===== src/verilog/pll_divider_pkg.sv =====
// Package for the divider register bank: offsets, field layout, resets
// Assumes a 24-bit serial word, three select bits in the low positions
package pll_divider_pkg;
   localparam int          WORD_BITS      = 24;
   localparam int          SEL_BITS       = 3;
   localparam int          FIELD_LSB      = 3;
   localparam int          FRAC_MSB       = 13;
   localparam int          INT_MSB        = 10;
   localparam int          MODE_BIT       = 11;
   localparam logic [2:0]  SEL_INTEGER    = 3'h0;
   localparam logic [2:0]  SEL_MODULUS    = 3'h1;
   localparam logic [2:0]  SEL_FRACTION   = 3'h2;
   localparam logic [10:0] MODULUS_RESET  = 11'h600;
   localparam logic [10:0] FRACTION_RESET = 11'h300;
   localparam logic [7:0]  INTEGER_RESET  = 8'h38;
   localparam logic        MODE_RESET     = 1'b0;
   localparam logic [2:0]  PIN_IDLE       = 3'h4;
   localparam logic [4:0]  BIT_COUNT_LAST = 5'h17;
   localparam int          VCO_MULT       = 2;
endpackage : pll_divider_pkg


===== src/verilog/pll_divider_registers.sv =====
// Divider register bank written over the 3-wire serial control port
// Assumes serial pins are asynchronous to sys_clk and far slower than it
//
// Functional notes
// - Select 000 writes the integer register
// - Fractional VCO = 2*fpfd*(int+frac/mod)
// - Mode bit picks integer; fraction then ignored
// - LO frequency is VCO over LO divider
// - Select 001 writes the modulus register
// - Modulus 11 bits DB13..DB3, reset 1536
// - Select 010 writes the fraction register
// - Fraction 11 bits DB13..DB3, reset 768
// - Mode at DB11, integer at DB10..DB3
// - Any divider write starts calibration
// - Writes arrive over 3-wire serial port
`timescale 1ns/1ps
module pll_divider_registers
(
   // Clock and reset
   input  wire logic        sys_clk,
   input  wire logic        resetn,
   // Serial control pins
   input  wire logic        ser_clk,
   input  wire logic        ser_data,
   input  wire logic        ser_le,
   // Divider settings and calibration start
   output logic             divide_mode_select,
   output logic [7:0]       integer_divide_value,
   output logic [10:0]      fraction_modulus,
   output logic [10:0]      fraction_numerator,
   output logic [10:0]      effective_numerator,
   output logic             calibration_start
);
   import pll_divider_pkg::*;

   // ------------------------------------------------------------
   // Elaboration checks
   // ------------------------------------------------------------
   // Field layout must fit the word and the output widths
   if (FRAC_MSB >= WORD_BITS || FIELD_LSB != SEL_BITS || MODE_BIT != INT_MSB + 1 ||
       FRAC_MSB - FIELD_LSB + 1 != $bits(fraction_modulus) ||
       INT_MSB - FIELD_LSB + 1 != $bits(integer_divide_value) ||
       int'(BIT_COUNT_LAST) != WORD_BITS - 1) begin : g_layout_check
      $error("divider field layout does not fit the serial word");
   end

   // ------------------------------------------------------------
   // Pin synchronisers
   // ------------------------------------------------------------
   // Reset to pin idle levels, so no false edge follows reset
   logic [2:0] sync_a;
   logic [2:0] sync_b;
   logic [2:0] sync_prev;

   always_ff @(posedge sys_clk or negedge resetn) begin
      if (!resetn) begin
         sync_a    <= PIN_IDLE;
         sync_b    <= PIN_IDLE;
         sync_prev <= PIN_IDLE;
      end else begin
         sync_a    <= {ser_le, ser_data, ser_clk};
         sync_b    <= sync_a;
         sync_prev <= sync_b;
      end
   end

   // Edge detectors on the synchronised clock and load enable pins
   logic clk_rise;
   logic le_rise;
   assign clk_rise = sync_b[0] & ~sync_prev[0];
   assign le_rise  = sync_b[2] & ~sync_prev[2];

   // ------------------------------------------------------------
   // Shift register and register bank
   // ------------------------------------------------------------
   function automatic logic sel_is(input logic [WORD_BITS-1:0] w, input logic [2:0] s);
      return w[SEL_BITS-1:0] == s;
   endfunction : sel_is

   logic [WORD_BITS-1:0] shift, next_shift;
   logic [4:0]           bit_count, next_bit_count;
   logic                 word_full, next_word_full;
   logic                 next_mode;
   logic [7:0]           next_int;
   logic [10:0]          next_mod, next_frac, next_eff;
   logic                 next_cal;

   always_comb begin
      next_shift     = shift;
      next_bit_count = bit_count;
      next_word_full = word_full;
      next_mode      = divide_mode_select;
      next_int       = integer_divide_value;
      next_mod       = fraction_modulus;
      next_frac      = fraction_numerator;
      next_cal       = 1'b0;
      // Load enable commits only a complete word
      if (le_rise) begin
         if (word_full) begin
            if (sel_is(shift, SEL_INTEGER)) begin
               next_mode = shift[MODE_BIT];
               next_int  = shift[INT_MSB:FIELD_LSB];
               next_cal  = 1'b1;
            end
            if (sel_is(shift, SEL_MODULUS)) begin
               next_mod = shift[FRAC_MSB:FIELD_LSB];
               next_cal = 1'b1;
            end
            if (sel_is(shift, SEL_FRACTION)) begin
               next_frac = shift[FRAC_MSB:FIELD_LSB];
               next_cal  = 1'b1;
            end
         end
         next_bit_count = 5'h0;
         next_word_full = 1'b0;
      end else if (clk_rise) begin
         // MSB first; count stops at the last bit
         next_shift = {shift[WORD_BITS-2:0], sync_b[1]};
         if (bit_count == BIT_COUNT_LAST)
            next_word_full = 1'b1;
         else
            next_bit_count = bit_count + 5'h1;
      end
      // Integer mode ignores the fraction
      next_eff = next_mode ? 11'h0 : next_frac;
   end

   always_ff @(posedge sys_clk or negedge resetn) begin
      if (!resetn) begin
         shift                <= '0;
         bit_count            <= 5'h0;
         word_full            <= 1'b0;
         divide_mode_select   <= MODE_RESET;
         integer_divide_value <= INTEGER_RESET;
         fraction_modulus     <= MODULUS_RESET;
         fraction_numerator   <= FRACTION_RESET;
         effective_numerator  <= FRACTION_RESET;
         calibration_start    <= 1'b0;
      end else begin
         shift                <= next_shift;
         bit_count            <= next_bit_count;
         word_full            <= next_word_full;
         divide_mode_select   <= next_mode;
         integer_divide_value <= next_int;
         fraction_modulus     <= next_mod;
         fraction_numerator   <= next_frac;
         effective_numerator  <= next_eff;
         calibration_start    <= next_cal;
      end
   end

   // ------------------------------------------------------------
   // Checks
   // ------------------------------------------------------------
   chk_cal_on_write: assert property (@(posedge sys_clk) disable iff (!resetn)
      (le_rise && word_full && shift[2:0] <= SEL_FRACTION) |=> calibration_start)
      else $error("calibration not started after divider write");
   chk_cal_only_write: assert property (@(posedge sys_clk) disable iff (!resetn)
      calibration_start |-> $past(le_rise) && $past(word_full))
      else $error("calibration without complete word");
   chk_mod_load: assert property (@(posedge sys_clk) disable iff (!resetn)
      (le_rise && word_full && shift[2:0] == SEL_MODULUS)
      |=> fraction_modulus == $past(shift[13:3]))
      else $error("modulus not loaded");
   chk_frac_load: assert property (@(posedge sys_clk) disable iff (!resetn)
      (le_rise && word_full && shift[2:0] == SEL_FRACTION)
      |=> fraction_numerator == $past(shift[13:3]))
      else $error("fraction not loaded");
   chk_int_load: assert property (@(posedge sys_clk) disable iff (!resetn)
      (le_rise && word_full && shift[2:0] == SEL_INTEGER)
      |=> integer_divide_value == $past(shift[10:3]) && divide_mode_select == $past(shift[11]))
      else $error("integer register not loaded");
   chk_mod_hold: assert property (@(posedge sys_clk) disable iff (!resetn)
      !(le_rise && word_full && shift[2:0] == SEL_MODULUS) |=> $stable(fraction_modulus))
      else $error("modulus changed without its write");
   chk_frac_hold: assert property (@(posedge sys_clk) disable iff (!resetn)
      !(le_rise && word_full && shift[2:0] == SEL_FRACTION) |=> $stable(fraction_numerator))
      else $error("fraction changed without its write");
   chk_int_hold: assert property (@(posedge sys_clk) disable iff (!resetn)
      !(le_rise && word_full && shift[2:0] == SEL_INTEGER) |=> $stable(integer_divide_value))
      else $error("integer changed without its write");
   chk_int_mode: assert property (@(posedge sys_clk) disable iff (!resetn)
      divide_mode_select |-> effective_numerator == 11'h0)
      else $error("fraction used in integer mode");
   chk_frac_mode: assert property (@(posedge sys_clk) disable iff (!resetn)
      !divide_mode_select |-> effective_numerator == fraction_numerator)
      else $error("fraction dropped in fractional mode");
   chk_cal_one_cycle: assert property (@(posedge sys_clk) disable iff (!resetn)
      calibration_start |=> !calibration_start)
      else $error("calibration pulse longer than one cycle");
   chk_mode_hold: assert property (@(posedge sys_clk) disable iff (!resetn)
      !(le_rise && word_full && shift[2:0] == SEL_INTEGER) |=> $stable(divide_mode_select))
      else $error("mode changed without integer write");

   // ------------------------------------------------------------
   // Checks on serial framing
   // ------------------------------------------------------------
   chk_short_drop: assert property (@(posedge sys_clk) disable iff (!resetn)
      (le_rise && !word_full) |=> !calibration_start && $stable(fraction_modulus)
      && $stable(fraction_numerator) && $stable(integer_divide_value))
      else $error("short word was not discarded");
   chk_bad_select: assert property (@(posedge sys_clk) disable iff (!resetn)
      (le_rise && word_full && shift[2:0] > SEL_FRACTION) |=> !calibration_start)
      else $error("calibration on a foreign select");
   chk_full_count: assert property (@(posedge sys_clk) disable iff (!resetn)
      word_full |-> bit_count == BIT_COUNT_LAST)
      else $error("word full before the last bit");
   chk_full_set: assert property (@(posedge sys_clk) disable iff (!resetn)
      (clk_rise && !le_rise && bit_count == BIT_COUNT_LAST) |=> word_full)
      else $error("word not marked full after last bit");
   chk_count_step: assert property (@(posedge sys_clk) disable iff (!resetn)
      (clk_rise && !le_rise && bit_count != BIT_COUNT_LAST)
      |=> bit_count == $past(bit_count) + 5'h1)
      else $error("bit count did not advance");
   chk_count_clear: assert property (@(posedge sys_clk) disable iff (!resetn)
      le_rise |=> bit_count == 5'h0 && !word_full)
      else $error("framing not cleared by load enable");
   chk_shift_in: assert property (@(posedge sys_clk) disable iff (!resetn)
      (clk_rise && !le_rise) |=> shift[0] == $past(sync_b[1]))
      else $error("serial bit not shifted in");
   chk_commit_hold: assert property (@(posedge sys_clk) disable iff (!resetn)
      le_rise |=> $stable(shift))
      else $error("shift register moved on load enable");
endmodule : pll_divider_registers


===== config.mk =====
export PLATFORM = sky130hd
export DESIGN_NAME = pll_divider_registers
export DESIGN_NICKNAME = d
export VERILOG_FILES = /design/src/verilog/pll_divider_pkg.sv /design/src/verilog/pll_divider_registers.sv
export SDC_FILE = /design/constraint.sdc
export NUM_CORES = 1
export LEC_CHECK = 0
export BUFFER_PORTS_ARGS = -buffer_cell sky130_fd_sc_hd__buf_4
export CORE_MARGIN = 1.5
export CORE_UTILIZATION = 30
export DETAILED_ROUTE_END_ITERATION = 16
export PLACE_DENSITY = 0.56
export RECOVER_POWER = 100
export SYNTH_ARGS = -nofsm -noshare
export SYNTH_HDL_FRONTEND = slang
export SYNTH_SLANG_ARGS = --single-unit

===== constraint.sdc =====
create_clock -name sys_clk -period 1.77 [get_ports sys_clk]
set_clock_uncertainty 0.05 [all_clocks]
set_input_delay 0.2655 -clock sys_clk [delete_from_list [all_inputs] [get_ports sys_clk]]
set_output_delay 0.2655 -clock sys_clk [all_outputs]
set_load 0.02 [all_outputs]

== Word level (Yosys, flattened, before mapping) ==
Cells that the tools add are included.
Storage, ports and cells
  flip-flop bits (word level): 72
  output and inout bits: 43
  word-level logic and storage cells: 48
  input port bits: 5
Operators by class
  bitwise gates (word level): 5
  $add $sub $neg: 1
  reductions and logical operators: 8
  equality and inequality tests: 4
  mux-type cells: 18
Operator list (number)
  11-bit two-way mux: 4
  5-bit two-way mux: 3
  1-bit two-way mux: 11
  2-bit AND reduction: 3
  3-bit AND reduction: 2
  5-bit by 1-bit adder with 5-bit output, second input constant: 1
  5-bit equality test, second input constant: 1
  2-bit nonzero test: 2
  3-bit by 1-bit equality test with 1-bit output, second input constant: 1
  3-bit by 2-bit equality test with 1-bit output, second input constant: 1
  3-bit logical NOT: 1
  1-bit NOT: 3
  1-bit AND: 2
  2-bit inequality test, second input constant: 1

== Logic depth before layout (Yosys ltp) ==
Gate-level depths: netlist of run 1.
  depth in word-level cells: 6
  gate-level depth with buffers: 4
  mapped depth without buffers: 4

== Worst setup path after synthesis of run 1 ==
Ideal clock, no wire load.
  path kind: reg-to-reg
  start: reg sync_prev[2]
  end: reg shift[10]
  setup slack: 0.160 ns
  cell stages (with the launch flop): 5
  setup time: 0.125 ns
  buffers on the path: 1
  period minus slack after synthesis: 1.610 ns
  arrival time: 1.435 ns
  data required time: 1.595 ns
  cells stage by stage: dfstp_2 -> nor2b_4 -> nor2_1 -> buf_6 -> mux2_2
On the way
  longest elaborated chain between the ends: 4
RTL lines
  start: declaration: line pll_divider_registers.sv:53  | logic [2:0] sync_prev;
  start signal: assignment: line pll_divider_registers.sv:63  | sync_prev <= sync_b;
  1-bit NOT: line pll_divider_registers.sv:71  | assign le_rise = sync_b[2] & ~sync_prev[2];
  1-bit AND: line pll_divider_registers.sv:71
  1-bit NOT (no line)
  2-bit AND reduction (no line)
  end signal: assignment: line pll_divider_registers.sv:140  | shift <= next_shift;
  end: declaration: line pll_divider_registers.sv:80  | logic [WORD_BITS-1:0] shift, next_shift;
No other way between the ends.
A chain may end at the register's enable or synchronous reset.

== Worst setup path after layout of run 1 ==
  start: reg sync_b[2]
  end: reg integer_divide_value[2]
On the way
  longest elaborated chain between the ends: 2
RTL lines
  start: declaration: line pll_divider_registers.sv:52  | logic [2:0] sync_b;
  start signal: assignment: line pll_divider_registers.sv:62  | sync_b <= sync_a;
  1-bit AND: line pll_divider_registers.sv:71
  3-bit AND reduction (no line)
  end signal: assignment: line pll_divider_registers.sv:144  | integer_divide_value <= next_int;
  end: declaration: line pll_divider_registers.sv:28  | output logic [7:0] integer_divide_value,
No other way between the ends.

==> flow_summary.rst, run 1 <==
.. list-table::
   :header-rows: 1

   * - Metric
     - Value
   * - Run status
     - finished with violations
   * - Buffer type at the clock tree root
     - clkbuf_8
   * - Relative area change from synthesis to final layout
     - 22.5%
   * - Detailed Route Iter0 Violations
     - 65
   * - Die X-Extent
     - a little under 100 um
   * - Worst-Margin Slew
     - roughly 770 ps
   * - Final Net Count
     - between 200 and 300
   * - Worst ir drop on vdd
     - just under 0.0005 V
   * - First-pass GRT wire length
     - between 9000 and 10000 um
   * - Crit path largest cell delay
     - just under 600 ps
   * - Die outline area
     - 0.00975 sq mm
   * - Failing checks
     - design-rule violations
   * - Worst EP arrival
     - ~1900 ps
   * - Async set-reset flop share out of synthesis
     - 1.00
   * - Post-synth net total
     - 200
   * - Post-Synthesis Cells
     - 194
   * - CTS tree
     - built
   * - M1 GR Usage
     - 0.185
   * - Buffer count from post-CTS setup fixing
     - 0
   * - Worst hold path cell count
     - 0
   * - Cell area after layout
     - ~0.0034 sq mm
   * - Share of cells above drive strength 1
     - 0.269
   * - Average wire per cell in the routed design
     - between 15 and 20 um
   * - Number of enable flip-flop cells after synthesis
     - 0
   * - Time the final worst path needs with I/O delays and setup
     - 1690 ps
   * - Max Clock Freq
     - 0.593 GHz
   * - Worst setup startpoint
     - sync_b[2]
   * - Maximum fanout along the worst path
     - 8
   * - Post-detailed-routing wire length
     - 5560 um
   * - Total of flip-flops plus latches after synthesis
     - 71
   * - Reg-to-reg slack, setup
     - around 83 ps
   * - Aggregate global routing overflow
     - 0
   * - Startpoint Class
     - register
   * - Weighted congestion at the end of routability-driven global placement
     - ~0.76
   * - Leakage power of the design
     - between 0.0015 and 0.002 uW
   * - Met3 Track Usage GR
     - 0.0390
   * - Crit path capture type
     - register
   * - Level count of the clock H-tree
     - 3
   * - Design Power
     - roughly 3700 uW
   * - Worst path slowest cell
     - dfstp_2
   * - Reg2reg path depth
     - 3
   * - Die Y-Extent
     - 98.8 um
   * - CTS clock-pin slew for the worst setup and hold paths
     - 70 ps
   * - ANT cells
     - 0
   * - Total core area
     - a little under 0.009 sq mm
   * - Antenna Violating Nets Remaining
     - 0
   * - Pwr/cell area
     - between 1000 and 1500 mW/mm^2
   * - Kind of path behind the tightest hold check
     - register to register
   * - Number of standard-cell rows in the floorplan
     - 34
   * - Crit. path cell count
     - 3
   * - GR peak layer
     - met1
   * - DP HPWL
     - 3800 um
   * - Final count of pins violating max slew
     - 0
   * - DRC violations left
     - 5
   * - Worst endpoint required time
     - approximately 1900 ps
   * - Final period utilization
     - 0.953
   * - Max-slew headroom
     - 0.489
   * - Sequential fraction of the synthesis area
     - 0.651
   * - Critical R2R Capture
     - integer_divide_value[2]
   * - Number of buffers on the longest clock path
     - 2
   * - Global Route met2 Usage
     - 0.159
   * - Max_cap viols
     - 0
   * - Number of iterations in the first detailed-routing pass
     - 10
   * - Launch point of the worst reg-to-reg path
     - sync_b[2]
   * - Final hold vios
     - 0
   * - Library cells used by synthesis
     - 34
   * - Initial antenna violation count
     - 0
   * - Kind of cell with the highest combined delay on the critical path
     - flip-flops
   * - Setup Viol. Count Final
     - 0
   * - Maximum number of pins on one net before global-route repair
     - between 40 and 50
   * - Series of cell instances along the critical path
     - nand4bb_4 -> or2_2 -> mux2_1
   * - Initial core utilization
     - 0.312
   * - Number of global-route vias before repair
     - about 1700
   * - Post-synthesis instance area
     - ~0.0028 sq mm
   * - Buffering stage count on the worst path with inverters included
     - 0
   * - Post-detailed-placement cell area
     - between 0.003 and 0.004 sq mm
   * - Synthesis warning total
     - 0
   * - Number of cells after detailed placement
     - around 350
   * - Critical path class
     - register to register
   * - Main flop type after synthesis
     - dfrtp_1
   * - Ports
     - 48
   * - Number of buffers added by the clock tree synthesis step
     - 9
   * - CP Capture Point
     - integer_divide_value[2]
   * - Synthesized area per cell
     - between 10 and 15 sq um
   * - Worst Hold Slack
     - ~310 ps
   * - Final-layout setup total negative slack
     - 0 ps
   * - Via count
     - 1710
   * - Overall fraction of global-route tracks in use
     - 0.125
   * - Via-to-Cell Ratio
     - 4.65
   * - Number of clock sinks
     - just over 70
   * - Setup repair after global routing missed its margin
     - false
   * - Number of standard cells in the layout, taps in and fillers out
     - ~370
   * - Insertion delay of the later-clocked pin in the worst-skew pair
     - approximately 350 ps
   * - Number of buffers added on ports
     - 47
-- Yosys cell counts (2+ instances only) --
| cell type | n | share of area |
|---|---|---|
| or2_1 | 2 | 0.0045 |
| mux2_4 | 8 | 0.044 |
| buf_6 | 2 | 0.0082 |
| inv_1 | 2 | 0.0027 |
| mux2_2 | 25 | 0.10 |
| or3_1 | 2 | 0.0045 |
| a211oi_1 | 11 | 0.030 |
| a21oi_1 | 5 | 0.0091 |
| nand2b_1 | 2 | 0.0045 |
| o21ai_0 | 15 | 0.027 |
| buf_2 | 4 | 0.0073 |
| dfstp_2 | 12 | 0.11 |
| nand3_1 | 13 | 0.024 |
| dfrtp_1 | 59 | 0.54 |
| nand2_1 | 11 | 0.015 |
| clkbuf_1 | 3 | 0.0041 |
-- per-stage QoR --
stage	util	setup slack, ps
detailed placement	0.373	20.7
floorplan	-	160
CTS	0.403	24.7
global placement	0.373	72.0
global route	0.383	32.4
finish	0.383	83.4
-- what timing repair did --
item	CTS	global route
endpoints found under the hold margin	27	0
endpoints found under the setup margin	0	5
resized for setup	0	1
hold buffers	4	0
-- logic make-up (layout without fill, tap and decap cells) --
| kind of cell | Yosys count | in the layout | share of synthesized area |
|---|---|---|---|
| DFF | 71 | 71 | 0.651 |
| adders and majority gates | 1 | 1 | 0.00455 |
| buffers and inverters | 12 | 78 | 0.0250 |
| and+or+nand+nor | 42 | 42 | 0.0946 |
| muxes | 33 | 33 | 0.146 |
| AOI/OAI and AO/OA | 35 | 35 | 0.0787 |
-- layer usage --
metal | up-vias | share of wire
met3 | 10 | 0.047
met1 | 839 | 0.52
met2 | 42 | 0.41
met4 | 0 | 0.023
met5 | - | 0
li1 | 819 | -
-- power by group --
part	internal (uW)	leakage [uW]	switching, uW
Combinational	175	0.000546	134
Clock	835	0.000110	600
Sequential	1770	0.000918	179
-- cell usage in the layout, fill, tap and decap left out, types with 2 or more instances in the layout --
master / count
nand3_1: 13
bufinv_16: 2
dfstp_1: 7
or2_2: 2
dlygate4sd3_1: 4
nand2_1: 11
dfstp_2: 5
o21ai_0: 15
a21oi_1: 5
clkbuf_1: 39
buf_4: 11
dfrtp_1: 59
a211oi_1: 11
nand2b_1: 2
clkbuf_4: 3
inv_1: 2
mux2_1: 7
or3_1: 2
clkbuf_8: 10
buf_12: 3
mux2_2: 25
-- how the worst min path moves through the flow --
stage / start / end / slack, ps
6_report: sync_a[1] / sync_b[1] / 310
5_1_grt: sync_a[2] / sync_b[2] / 320
4_1_cts: sync_a[1] / sync_b[1] / 310
3_5_place_dp: resetn / sync_a[0] / 180
3_3_place_gp: resetn / sync_a[0] / 180
2_1_floorplan: resetn / bit_count[0] / -80
-- sequential cells by signal, summed over array words and instances, names as in the netlist, 2 cells and up --
signal                flops
integer_divide_value      8
shift                    14
effective_numerator      11
sync_a                    3
fraction_modulus         11
bit_count                 5
sync_b                    3
fraction_numerator       11
sync_prev                 2
-- worst register-to-register path, cell delays in order (launching register included) --
cell and delay (ps):
dfstp_2 590, nand4bb_4 140, or2_2 440, mux2_1 360
-- area by class of cell --
class	count	area [sq um]
Clock inverter	5	81.3
Sequential cell	71	1790
Clock buffer	11	141
Multi-Input combinational cell	111	860
Fill cell	868	5440
Tap cell	108	135
Timing Repair Buffer	60	353
Inverter	2	7.51
Power figures use the tool's default switching activity.
==> run 2, diff against run 1 <==
--- a/config.mk
+++ b/config.mk
@@ -6,10 +6,11 @@
 export NUM_CORES = 1
 export LEC_CHECK = 0
 export BUFFER_PORTS_ARGS = -buffer_cell sky130_fd_sc_hd__buf_4
+export CORE_ASPECT_RATIO = 0.6
 export CORE_MARGIN = 1.5
-export CORE_UTILIZATION = 30
+export CORE_UTILIZATION = 55
 export DETAILED_ROUTE_END_ITERATION = 16
-export PLACE_DENSITY = 0.56
+export PLACE_DENSITY = 0.87
 export RECOVER_POWER = 100
 export SYNTH_ARGS = -nofsm -noshare
 export SYNTH_HDL_FRONTEND = slang
==> run 2 against run 1 <==
  * Largest power group unchanged
  * Sequential share of layout area decreased by 0.18 points
  * Utilization increased by 34 points
  * Sequential power about the same
  * Worst hold slack got worse by 5.5 ps
  * Critical path type unchanged
  * Clock power increased by 6%
  * Highest routed layer unchanged
  * Sequential cell count unchanged
  * Routed wire length increased by 1.1%
  * Combinational power increased by 5%
  * Largest cell class unchanged
  * The run now ends clean
==> flow_summary.rst, run 2 (synthesis results as in run 1) <==
.. list-table::
   :header-rows: 1

   * - Metric
     - Value
   * - Buffer count from post-CTS setup fixing
     - 0 (unchanged)
   * - Final Core Density
     - 0.722 (was 0.383)
   * - Die X-Extent
     - 94.3 um (was 98.8 um)
   * - Top library cells by usage in the layout, fill and taps aside
     - dfrtp_1, clkbuf_1, mux2_2 (unchanged)
   * - GR peak layer
     - met1 (unchanged)
   * - Relative area change from synthesis to final layout
     - 22.9% (was 22.5%)
   * - Final Net Count
     - 265 (was 261)
   * - Reg-to-reg slack, setup
     - 50 ps (was 80 ps)
   * - Number of buffers on the longest clock path
     - 2 (unchanged)
   * - Share of cells above drive strength 1
     - 0.299 (was 0.269)
   * - Reg2reg path depth
     - 5 (was 3)
   * - Final count of pins violating max slew
     - 0 (unchanged)
   * - Number of buffers added on ports
     - 47 (unchanged)
   * - Final period utilization
     - 0.974 (was 0.953)
   * - Weighted congestion at the end of routability-driven global placement
     - 0.760 (was 0.762)
   * - Startpoint Class
     - register (unchanged)
   * - Post-detailed-routing wire length
     - 5620 um (was 5560 um)
   * - Launch point of the worst reg-to-reg path
     - sync_b[2] (unchanged)
   * - Max_cap viols
     - 0 (unchanged)
   * - Number of iterations in the first detailed-routing pass
     - 4 (was 10)
   * - Leakage power of the design
     - 0.00160 uW (was 0.00157 uW)
   * - Run status
     - completed (was finished with violations)
   * - Number of standard cells in the layout, taps in and fillers out
     - 327 (was 368)
   * - Via count
     - 1790 (was 1710)
   * - Pwr/cell area
     - 1120 mW/mm^2 (was 1090 mW/mm^2)
   * - Critical path class
     - register to register (unchanged)
   * - Worst-Margin Slew
     - 656 ps (was 766 ps)
   * - Kind of path behind the tightest hold check
     - register to register (unchanged)
   * - Ports
     - 48 (unchanged)
   * - Insertion delay of the later-clocked pin in the worst-skew pair
     - 350 ps (about the same)
   * - Critical R2R Capture
     - integer_divide_value[7] (was integer_divide_value[2])
   * - Number of cells after detailed placement
     - 307 (was 348)
   * - Average wire per cell in the routed design
     - 17.2 um (was 15.1 um)
   * - Number of buffers added by the clock tree synthesis step
     - 9 (unchanged)
   * - FILL cells
     - 337 (was 868)
   * - ANT cells
     - 0 (unchanged)
   * - DP HPWL
     - 3710 um (was 3800 um)
   * - Leading cell type in the layout, fill and taps excluded
     - dfrtp_1 (unchanged)
   * - Setup Viol. Count Final
     - 0 (unchanged)
   * - Time the final worst path needs with I/O delays and setup
     - 1720 ps (was 1690 ps)
   * - Largest Register
     - shift (unchanged)
   * - CTS tree
     - built (unchanged)
   * - Overall fraction of global-route tracks in use
     - 0.233 (was 0.125)
   * - Number of clock sinks
     - 71 (unchanged)
   * - Maximum number of pins on one net before global-route repair
     - 60 (was 43)
   * - Worst ir drop on vdd
     - 0.000776 V (was 0.000485 V)
   * - Global Route met2 Usage
     - 0.327 (was 0.159)
   * - Detailed Route Iter0 Violations
     - 124 (was 65)
   * - Die Y-Extent
     - 57.8 um (was 98.8 um)
   * - Aggregate global routing overflow
     - 0 (unchanged)
   * - Worst hold path cell count
     - 0 (unchanged)
   * - Number of standard-cell rows in the floorplan
     - 19 (was 34)
   * - CTS clock-pin slew for the worst setup and hold paths
     - 70 ps (about the same)
   * - DRC violations left
     - 0 (was 5)
   * - Initial antenna violation count
     - 0 (unchanged)
   * - Met3 Track Usage GR
     - 0.0774 (was 0.0390)
   * - Maximum fanout along the worst path
     - 8 (unchanged)
   * - Max reg flops
     - 14 (unchanged)
   * - Setup repair after global routing missed its margin
     - false (unchanged)
   * - Buffer type at the clock tree root
     - clkbuf_8 (unchanged)
   * - Hold path endpoint
     - sync_b[0] (was sync_b[1])
   * - Via-to-Cell Ratio
     - 5.47 (was 4.65)
   * - Level count of the clock H-tree
     - 3 (unchanged)
   * - Die outline area
     - 0.00545 sq mm (was 0.00975 sq mm)
   * - First-pass GRT wire length
     - 9110 um (was 9260 um)
   * - Launch point of the worst hold path
     - sync_a[0] (was sync_a[1])
   * - Initial core utilization
     - 0.587 (was 0.312)
   * - Max Clock Freq
     - 0.580 GHz (was 0.593 GHz)
   * - Antenna Violating Nets Remaining
     - 0 (unchanged)
   * - Final hold vios
     - 0 (unchanged)
   * - Total core area
     - 0.00468 sq mm (was 0.00881 sq mm)
   * - Worst endpoint required time
     - 1950 ps (was 1940 ps)
   * - Worst EP arrival
     - 1910 ps (was 1860 ps)
   * - M1 GR Usage
     - 0.340 (was 0.185)
   * - Max-slew headroom
     - 0.563 (was 0.489)
   * - Crit path capture type
     - register (unchanged)
   * - Number of global-route vias before repair
     - 1748 (was 1735)
-- run 2: layout make-up --
class / count / area [sq um] / area share
Clock inverter: 5 / 106 / 0.0315
Tap cell: 63 / 78.8 / 0.0233
Multi-Input combinational cell: 111 / 896 / 0.265
Timing Repair Buffer: 64 / 369 / 0.109
Clock buffer: 11 / 131 / 0.0389
Sequential cell: 71 / 1790 / 0.530
Inverter: 2 / 7.51 / 0.00222
-- run 2: report_power, final --
group / switching (uW) / internal (uW) / leakage [uW]
logic: 146 / 177 / 0.000568
registers: 190 / 1770 / 0.000918
clock network: 578 / 939 / 0.000114
total: 915 / 2880 / 0.00160
-- run 2: worst max-delay path by stage --
stage	startpoint	to	slack, ps	depth (start not counted)
6_report	sync_b[2]	integer_divide_value[7]	50	5
5_1_grt	sync_b[2]	integer_divide_value[7]	5	5
4_1_cts	sync_b[2]	divide_mode_select	8	5
3_5_place_dp	sync_prev[2]	shift[2]	-320	3
3_3_place_gp	sync_prev[2]	shift[12]	-240	3
2_1_floorplan	sync_prev[2]	shift[10]	160	4
-- run 2: worst max-delay path: stages (launching register included) --
cell,delay (ps)
dfstp_1,530
buf_4,150
nand4bb_4,130
or2_1,280
buf_12,160
mux2_1,310
-- run 2: per-stage QoR --
step | TNS [ps] | hold WS (ps) | setup slack [ps] | instance area [sq um] | total power (uW)
global route | 0 | 316 | 5.46 | 3380 | 3950
floorplan | 0 | -80.1 | 160 | 2750 | 2120
CTS | 0 | 234 | 7.99 | 3540 | 3830
detailed placement | -4360 | 68.4 | -315 | 3260 | 2300
global placement | -3290 | 65.1 | -235 | 3260 | 2270
finish | 0 | 300 | 46.3 | 3380 | 3800
-- run 2: what timing repair did --
item | CTS | global route
pin swaps | 0 | 0
cloned | 0 | 0
gates resized for setup | 3 | 4
setup endpoints to repair | 16 | 4
endpoints found under the hold margin | 28 | 0
hold buffers | 4 | 0
-- run 2: metal layers --
metal  part of all wire  vias to the layer above  wire [um]
met5                  0                        -          0
met1               0.50                      878       2830
li1                   -                      832          -
met3              0.062                       12        351
met2               0.42                       68       2340
met4              0.017                        0         94
==> run 3, diff against run 2 <==
--- a/config.mk
+++ b/config.mk
@@ -5,12 +5,14 @@
 export SDC_FILE = /design/constraint.sdc
 export NUM_CORES = 1
 export LEC_CHECK = 0
+export ABC_AREA = 1
 export BUFFER_PORTS_ARGS = -buffer_cell sky130_fd_sc_hd__buf_4
 export CORE_ASPECT_RATIO = 0.6
 export CORE_MARGIN = 1.5
 export CORE_UTILIZATION = 55
 export DETAILED_ROUTE_END_ITERATION = 16
-export PLACE_DENSITY = 0.87
+export HOLD_SLACK_MARGIN = 0.03
+export PLACE_DENSITY = 0.86
 export RECOVER_POWER = 100
 export SYNTH_ARGS = -nofsm -noshare
 export SYNTH_HDL_FRONTEND = slang
==> run 3 against run 2 <==
  * Cell count grew 25%
  * Via count rose by 13%
  * Utilization down 2.0 points
  * Sequential cell count unchanged
  * Worst hold slack improved by 1.3 ps
  * Critical path depth is the same
  * Sequential share of layout area up 1.0 points
  * Clock power about the same
  * Die area increased by 1.8%
  * Combinational power is 10% lower
  * Count of clock-buffer cells in the layout down 1
  * Critical endpoint is now fraction_modulus[10]
  * Largest power group unchanged
==> flow_summary.rst, run 3 <==
.. list-table::
   :header-rows: 1

   * - Metric
     - Value
   * - Switching part of the total
     - 0.237 (was 0.241)
   * - Buffer count from post-CTS setup fixing
     - 0 (unchanged)
   * - Initial antenna violation count
     - 0 (unchanged)
   * - Fraction of power consumed by the clock network
     - 0.421 (was 0.400)
   * - Share of cells above drive strength 1
     - 0.161 (was 0.299)
   * - Cell area after layout
     - 0.00332 sq mm (was 0.00338 sq mm)
   * - Final setup slack of the worst path
     - 219 ps (was 46.3 ps)
   * - Number of global-route vias before repair
     - 1951 (was 1748)
   * - Max Clock Freq
     - 0.645 GHz (was 0.580 GHz)
   * - Level count of the clock H-tree
     - 3 (unchanged)
   * - Post-cts repair resize count
     - 0 (was 3)
   * - Die Y-Extent
     - 58.3 um (was 57.8 um)
   * - Ports
     - 48 (unchanged)
   * - Die X-Extent
     - 95.2 um (was 94.3 um)
   * - CTS clock-pin slew for the worst setup and hold paths
     - 70 ps (about the same)
   * - Top library cells by usage in the layout, fill and taps aside
     - nand2_1, dfrtp_1, clkbuf_1 (was dfrtp_1, clkbuf_1, mux2_2)
   * - Cell accounting for the most synthesized area
     - dfrtp_1 (unchanged)
   * - Max_cap viols
     - 0 (unchanged)
   * - Library cells used by synthesis
     - 24 (was 34)
   * - Startpoint Class
     - register (unchanged)
   * - Detailed Route Iter0 Violations
     - 92 (was 124)
   * - Worst setup timing slack at the placement stage
     - 296 ps (was -315 ps)
   * - Worst-Margin Slew
     - 726 ps (was 656 ps)
   * - Buffer type at the clock tree root
     - clkbuf_8 (unchanged)
   * - Kind of cell with the highest combined delay on the critical path
     - flip-flops (unchanged)
   * - Launch point of the worst reg-to-reg path
     - sync_b[2] (unchanged)
   * - Worst path slowest cell
     - dfstp_1 (unchanged)
   * - Final period utilization
     - 0.876 (was 0.974)
   * - ANT cells
     - 0 (unchanged)
   * - Largest Register
     - shift (unchanged)
   * - Length of routed met2 wiring
     - 2590 um (was 2340 um)
   * - Die outline area
     - 0.00555 sq mm (was 0.00545 sq mm)
   * - Cell-internal power
     - 2740 uW (was 2880 uW)
   * - Switching power total
     - 851 uW (was 915 uW)
   * - Relative area change from synthesis to final layout
     - 18.3% (was 22.9%)
   * - Insertion delay of the later-clocked pin in the worst-skew pair
     - 340 ps (was 350 ps)
   * - DRC violations left
     - 0 (unchanged)
   * - CP most frequent cell
     - nor2_1
   * - Final Net Count
     - 348 (was 265)
   * - Buffering stage count on the worst path with inverters included
     - 1 (was 2)
   * - Pwr/cell area
     - 1080 mW/mm^2 (was 1120 mW/mm^2)
   * - Max reg flops
     - 14 (unchanged)
   * - Main flop type after synthesis
     - dfrtp_1 (unchanged)
   * - Cts hold-fix bufs
     - 4 (unchanged)
   * - Series of cell instances along the critical path
     - nand3_1 -> nor2_1 -> clkbuf_2 -> nor2_1 -> a21oi_1 (was buf_4 -> nand4bb_4 -> or2_1 -> buf_12 -> mux2_1)
   * - Wire length on met3
     - 414 um (was 351 um)
   * - Most instantiated library cell after synthesis
     - nand2_1 (was dfrtp_1)
   * - Design Power
     - 3590 uW (was 3800 uW)
   * - Maximum fanout along the worst path
     - 10 (was 8)
   * - Aggregate global routing overflow
     - 0 (unchanged)
   * - Worst endpoint required time
     - 1990 ps (was 1950 ps)
   * - First-pass GRT wire length
     - 9320 um (was 9110 um)
   * - Largest cells by area after synthesis
     - dfrtp_1, dfstp_2, nand2_1 (was dfrtp_1, dfstp_2, mux2_2)
   * - Crit path largest cell delay
     - 590 ps (was 530 ps)
   * - List of most frequent post-synthesis cells
     - nand2_1, dfrtp_1, inv_1 (was dfrtp_1, mux2_2, o21ai_0)
   * - Kind of path behind the tightest hold check
     - register to register (unchanged)
   * - Synthesized area per cell
     - 9.94 sq um (was 14.2 sq um)
   * - Via count
     - 2025 (was 1790)
   * - Run status
     - completed (unchanged)
   * - Via-to-Cell Ratio
     - 4.94 (was 5.47)
   * - Combinational Power Share
     - 0.081 (was 0.085)
   * - Seq pwr share
     - 0.498 (was 0.515)
   * - Async set-reset flop share out of synthesis
     - 1.00 (unchanged)
   * - Top Metal Used
     - met4 (unchanged)
   * - Time the final worst path needs with I/O delays and setup
     - 1550 ps (was 1720 ps)
   * - Antenna Violating Nets Remaining
     - 0 (unchanged)
   * - Worst ir drop on vdd
     - 0.000741 V (was 0.000776 V)
   * - Final count of pins violating max slew
     - 0 (unchanged)
   * - Final Core Density
     - 0.701 (was 0.722)
   * - DP HPWL
     - 3940 um (was 3710 um)
   * - Worst EP arrival
     - 1770 ps (was 1910 ps)
   * - Leading cell type in the layout, fill and taps excluded
     - nand2_1 (was dfrtp_1)
   * - Post-synthesis instance area
     - 0.00280 sq mm (was 0.00275 sq mm)
   * - Number of buffers added by the clock tree synthesis step
     - 9 (unchanged)
   * - Number of buffers on the longest clock path
     - 2 (unchanged)
   * - Number of standard-cell rows in the floorplan
     - 19 (unchanged)
   * - Met1 routed wirelength after detailed routing
     - 2500 um (was 2830 um)
   * - Crit path capture type
     - register (unchanged)
   * - Number of buffers added on ports
     - 47 (unchanged)
   * - Leakage power of the design
     - 0.00171 uW (was 0.00160 uW)
   * - Weighted congestion at the end of routability-driven global placement
     - 0.762 (was 0.760)
   * - Critical path class
     - register to register (unchanged)
   * - Worst setup startpoint
     - sync_b[2] (unchanged)
   * - Number of clock sinks
     - 71 (unchanged)
   * - Sequential fraction of the synthesis area
     - 0.639 (was 0.651)
   * - Post-synth net total
     - 288 (was 200)
   * - Setup Viol. Count Final
     - 0 (unchanged)
   * - Max-slew headroom
     - 0.516 (was 0.563)
   * - Total of flip-flops plus latches after synthesis
     - 71 (unchanged)
   * - Maximum number of pins on one net before global-route repair
     - 31 (was 60)
   * - Launch point of the worst hold path
     - sync_a[1] (was sync_a[0])
   * - Overall fraction of global-route tracks in use
     - 0.235 (was 0.233)
   * - FILL cells
     - 394 (was 337)
   * - CTS tree
     - built (unchanged)
   * - Post-detailed-routing wire length
     - 5580 um (was 5620 um)
   * - Final-layout setup total negative slack
     - 0 ps (unchanged)
   * - Initial core utilization
     - 0.593 (was 0.587)
   * - Number of enable flip-flop cells after synthesis
     - 0 (unchanged)
   * - Post-detailed-placement cell area
     - 0.00322 sq mm (was 0.00326 sq mm)
   * - Average wire per cell in the routed design
     - 13.6 um (was 17.2 um)
   * - Final hold vios
     - 0 (unchanged)
   * - Synthesis warning total
     - 0 (unchanged)
   * - Area share of the largest cell type after synthesis
     - 0.527 (was 0.537)
   * - Number of iterations in the first detailed-routing pass
     - 4 (unchanged)
   * - Setup repair after global routing missed its margin
     - false (unchanged)
   * - Post-Synthesis Cells
     - 282 (was 194)
   * - Total core area
     - 0.00473 sq mm (was 0.00468 sq mm)
run 3: path summary, 6_finish.rpt:
path | cells after the start | slack, ps | to
max | 5 | 220 | fraction_modulus[10]
min | 0 | 300 | sync_b[1]
max reg2reg | 5 | 220 | fraction_modulus[10]
min reg2reg | 0 | 300 | sync_b[1]
max in group asynchronous | 3 | 380 | sync_a[2]
min in group asynchronous | 2 | 460 | shift[10]
run 3: power by group through the flow:
stage	Clock [uW]	Sequential [uW]	Combinational, uW
3_3_place_gp	0	1810	274
5_1_grt	1620	1800	333
2_1_floorplan	0	1800	184
4_1_cts	1540	1780	298
6_report	1510	1790	290
3_5_place_dp	0	1810	283
run 3: worst register-to-register path, stage by stage (launching register included):
cell      delay (ps)
dfstp_1          590
nand3_1          140
nor2_1           180
clkbuf_2         290
nor2_1            90
a21oi_1          140
run 3: final cells by class:
type | instances | area [sq um] | share of cell area
Sequential cell | 71 | 1790 | 0.540
Timing Repair Buffer | 57 | 289 | 0.0871
Inverter | 44 | 165 | 0.0498
Multi-Input combinational cell | 159 | 757 | 0.228
Tap cell | 63 | 78.8 | 0.0238
Clock inverter | 6 | 109 | 0.0328
Clock buffer | 10 | 128 | 0.0385
run 3: kinds of logic (layout without fill, tap and decap cells):
logic type,Yosys count,after routing,synth area share
and+or+nand+nor,120,120,0.195
DFF,71,71,0.639
buffers and inverters,52,117,0.0839
AOI/OAI and AO/OA,38,38,0.0776
adders and majority gates,1,1,0.00446
run 3: routing by layer:
layer	GRT usage	vias to the layer above
met5	0	-
met4	0.0597	0
met3	0.102	8
met2	0.350	68
met1	0.320	971
li1	-	978
run 3: per-stage QoR:
step,std cells,hold WS [ps]
detailed placement,390,160
CTS,410,303
global placement,390,162
global route,410,314
floorplan,282,-80.1
finish,410,301
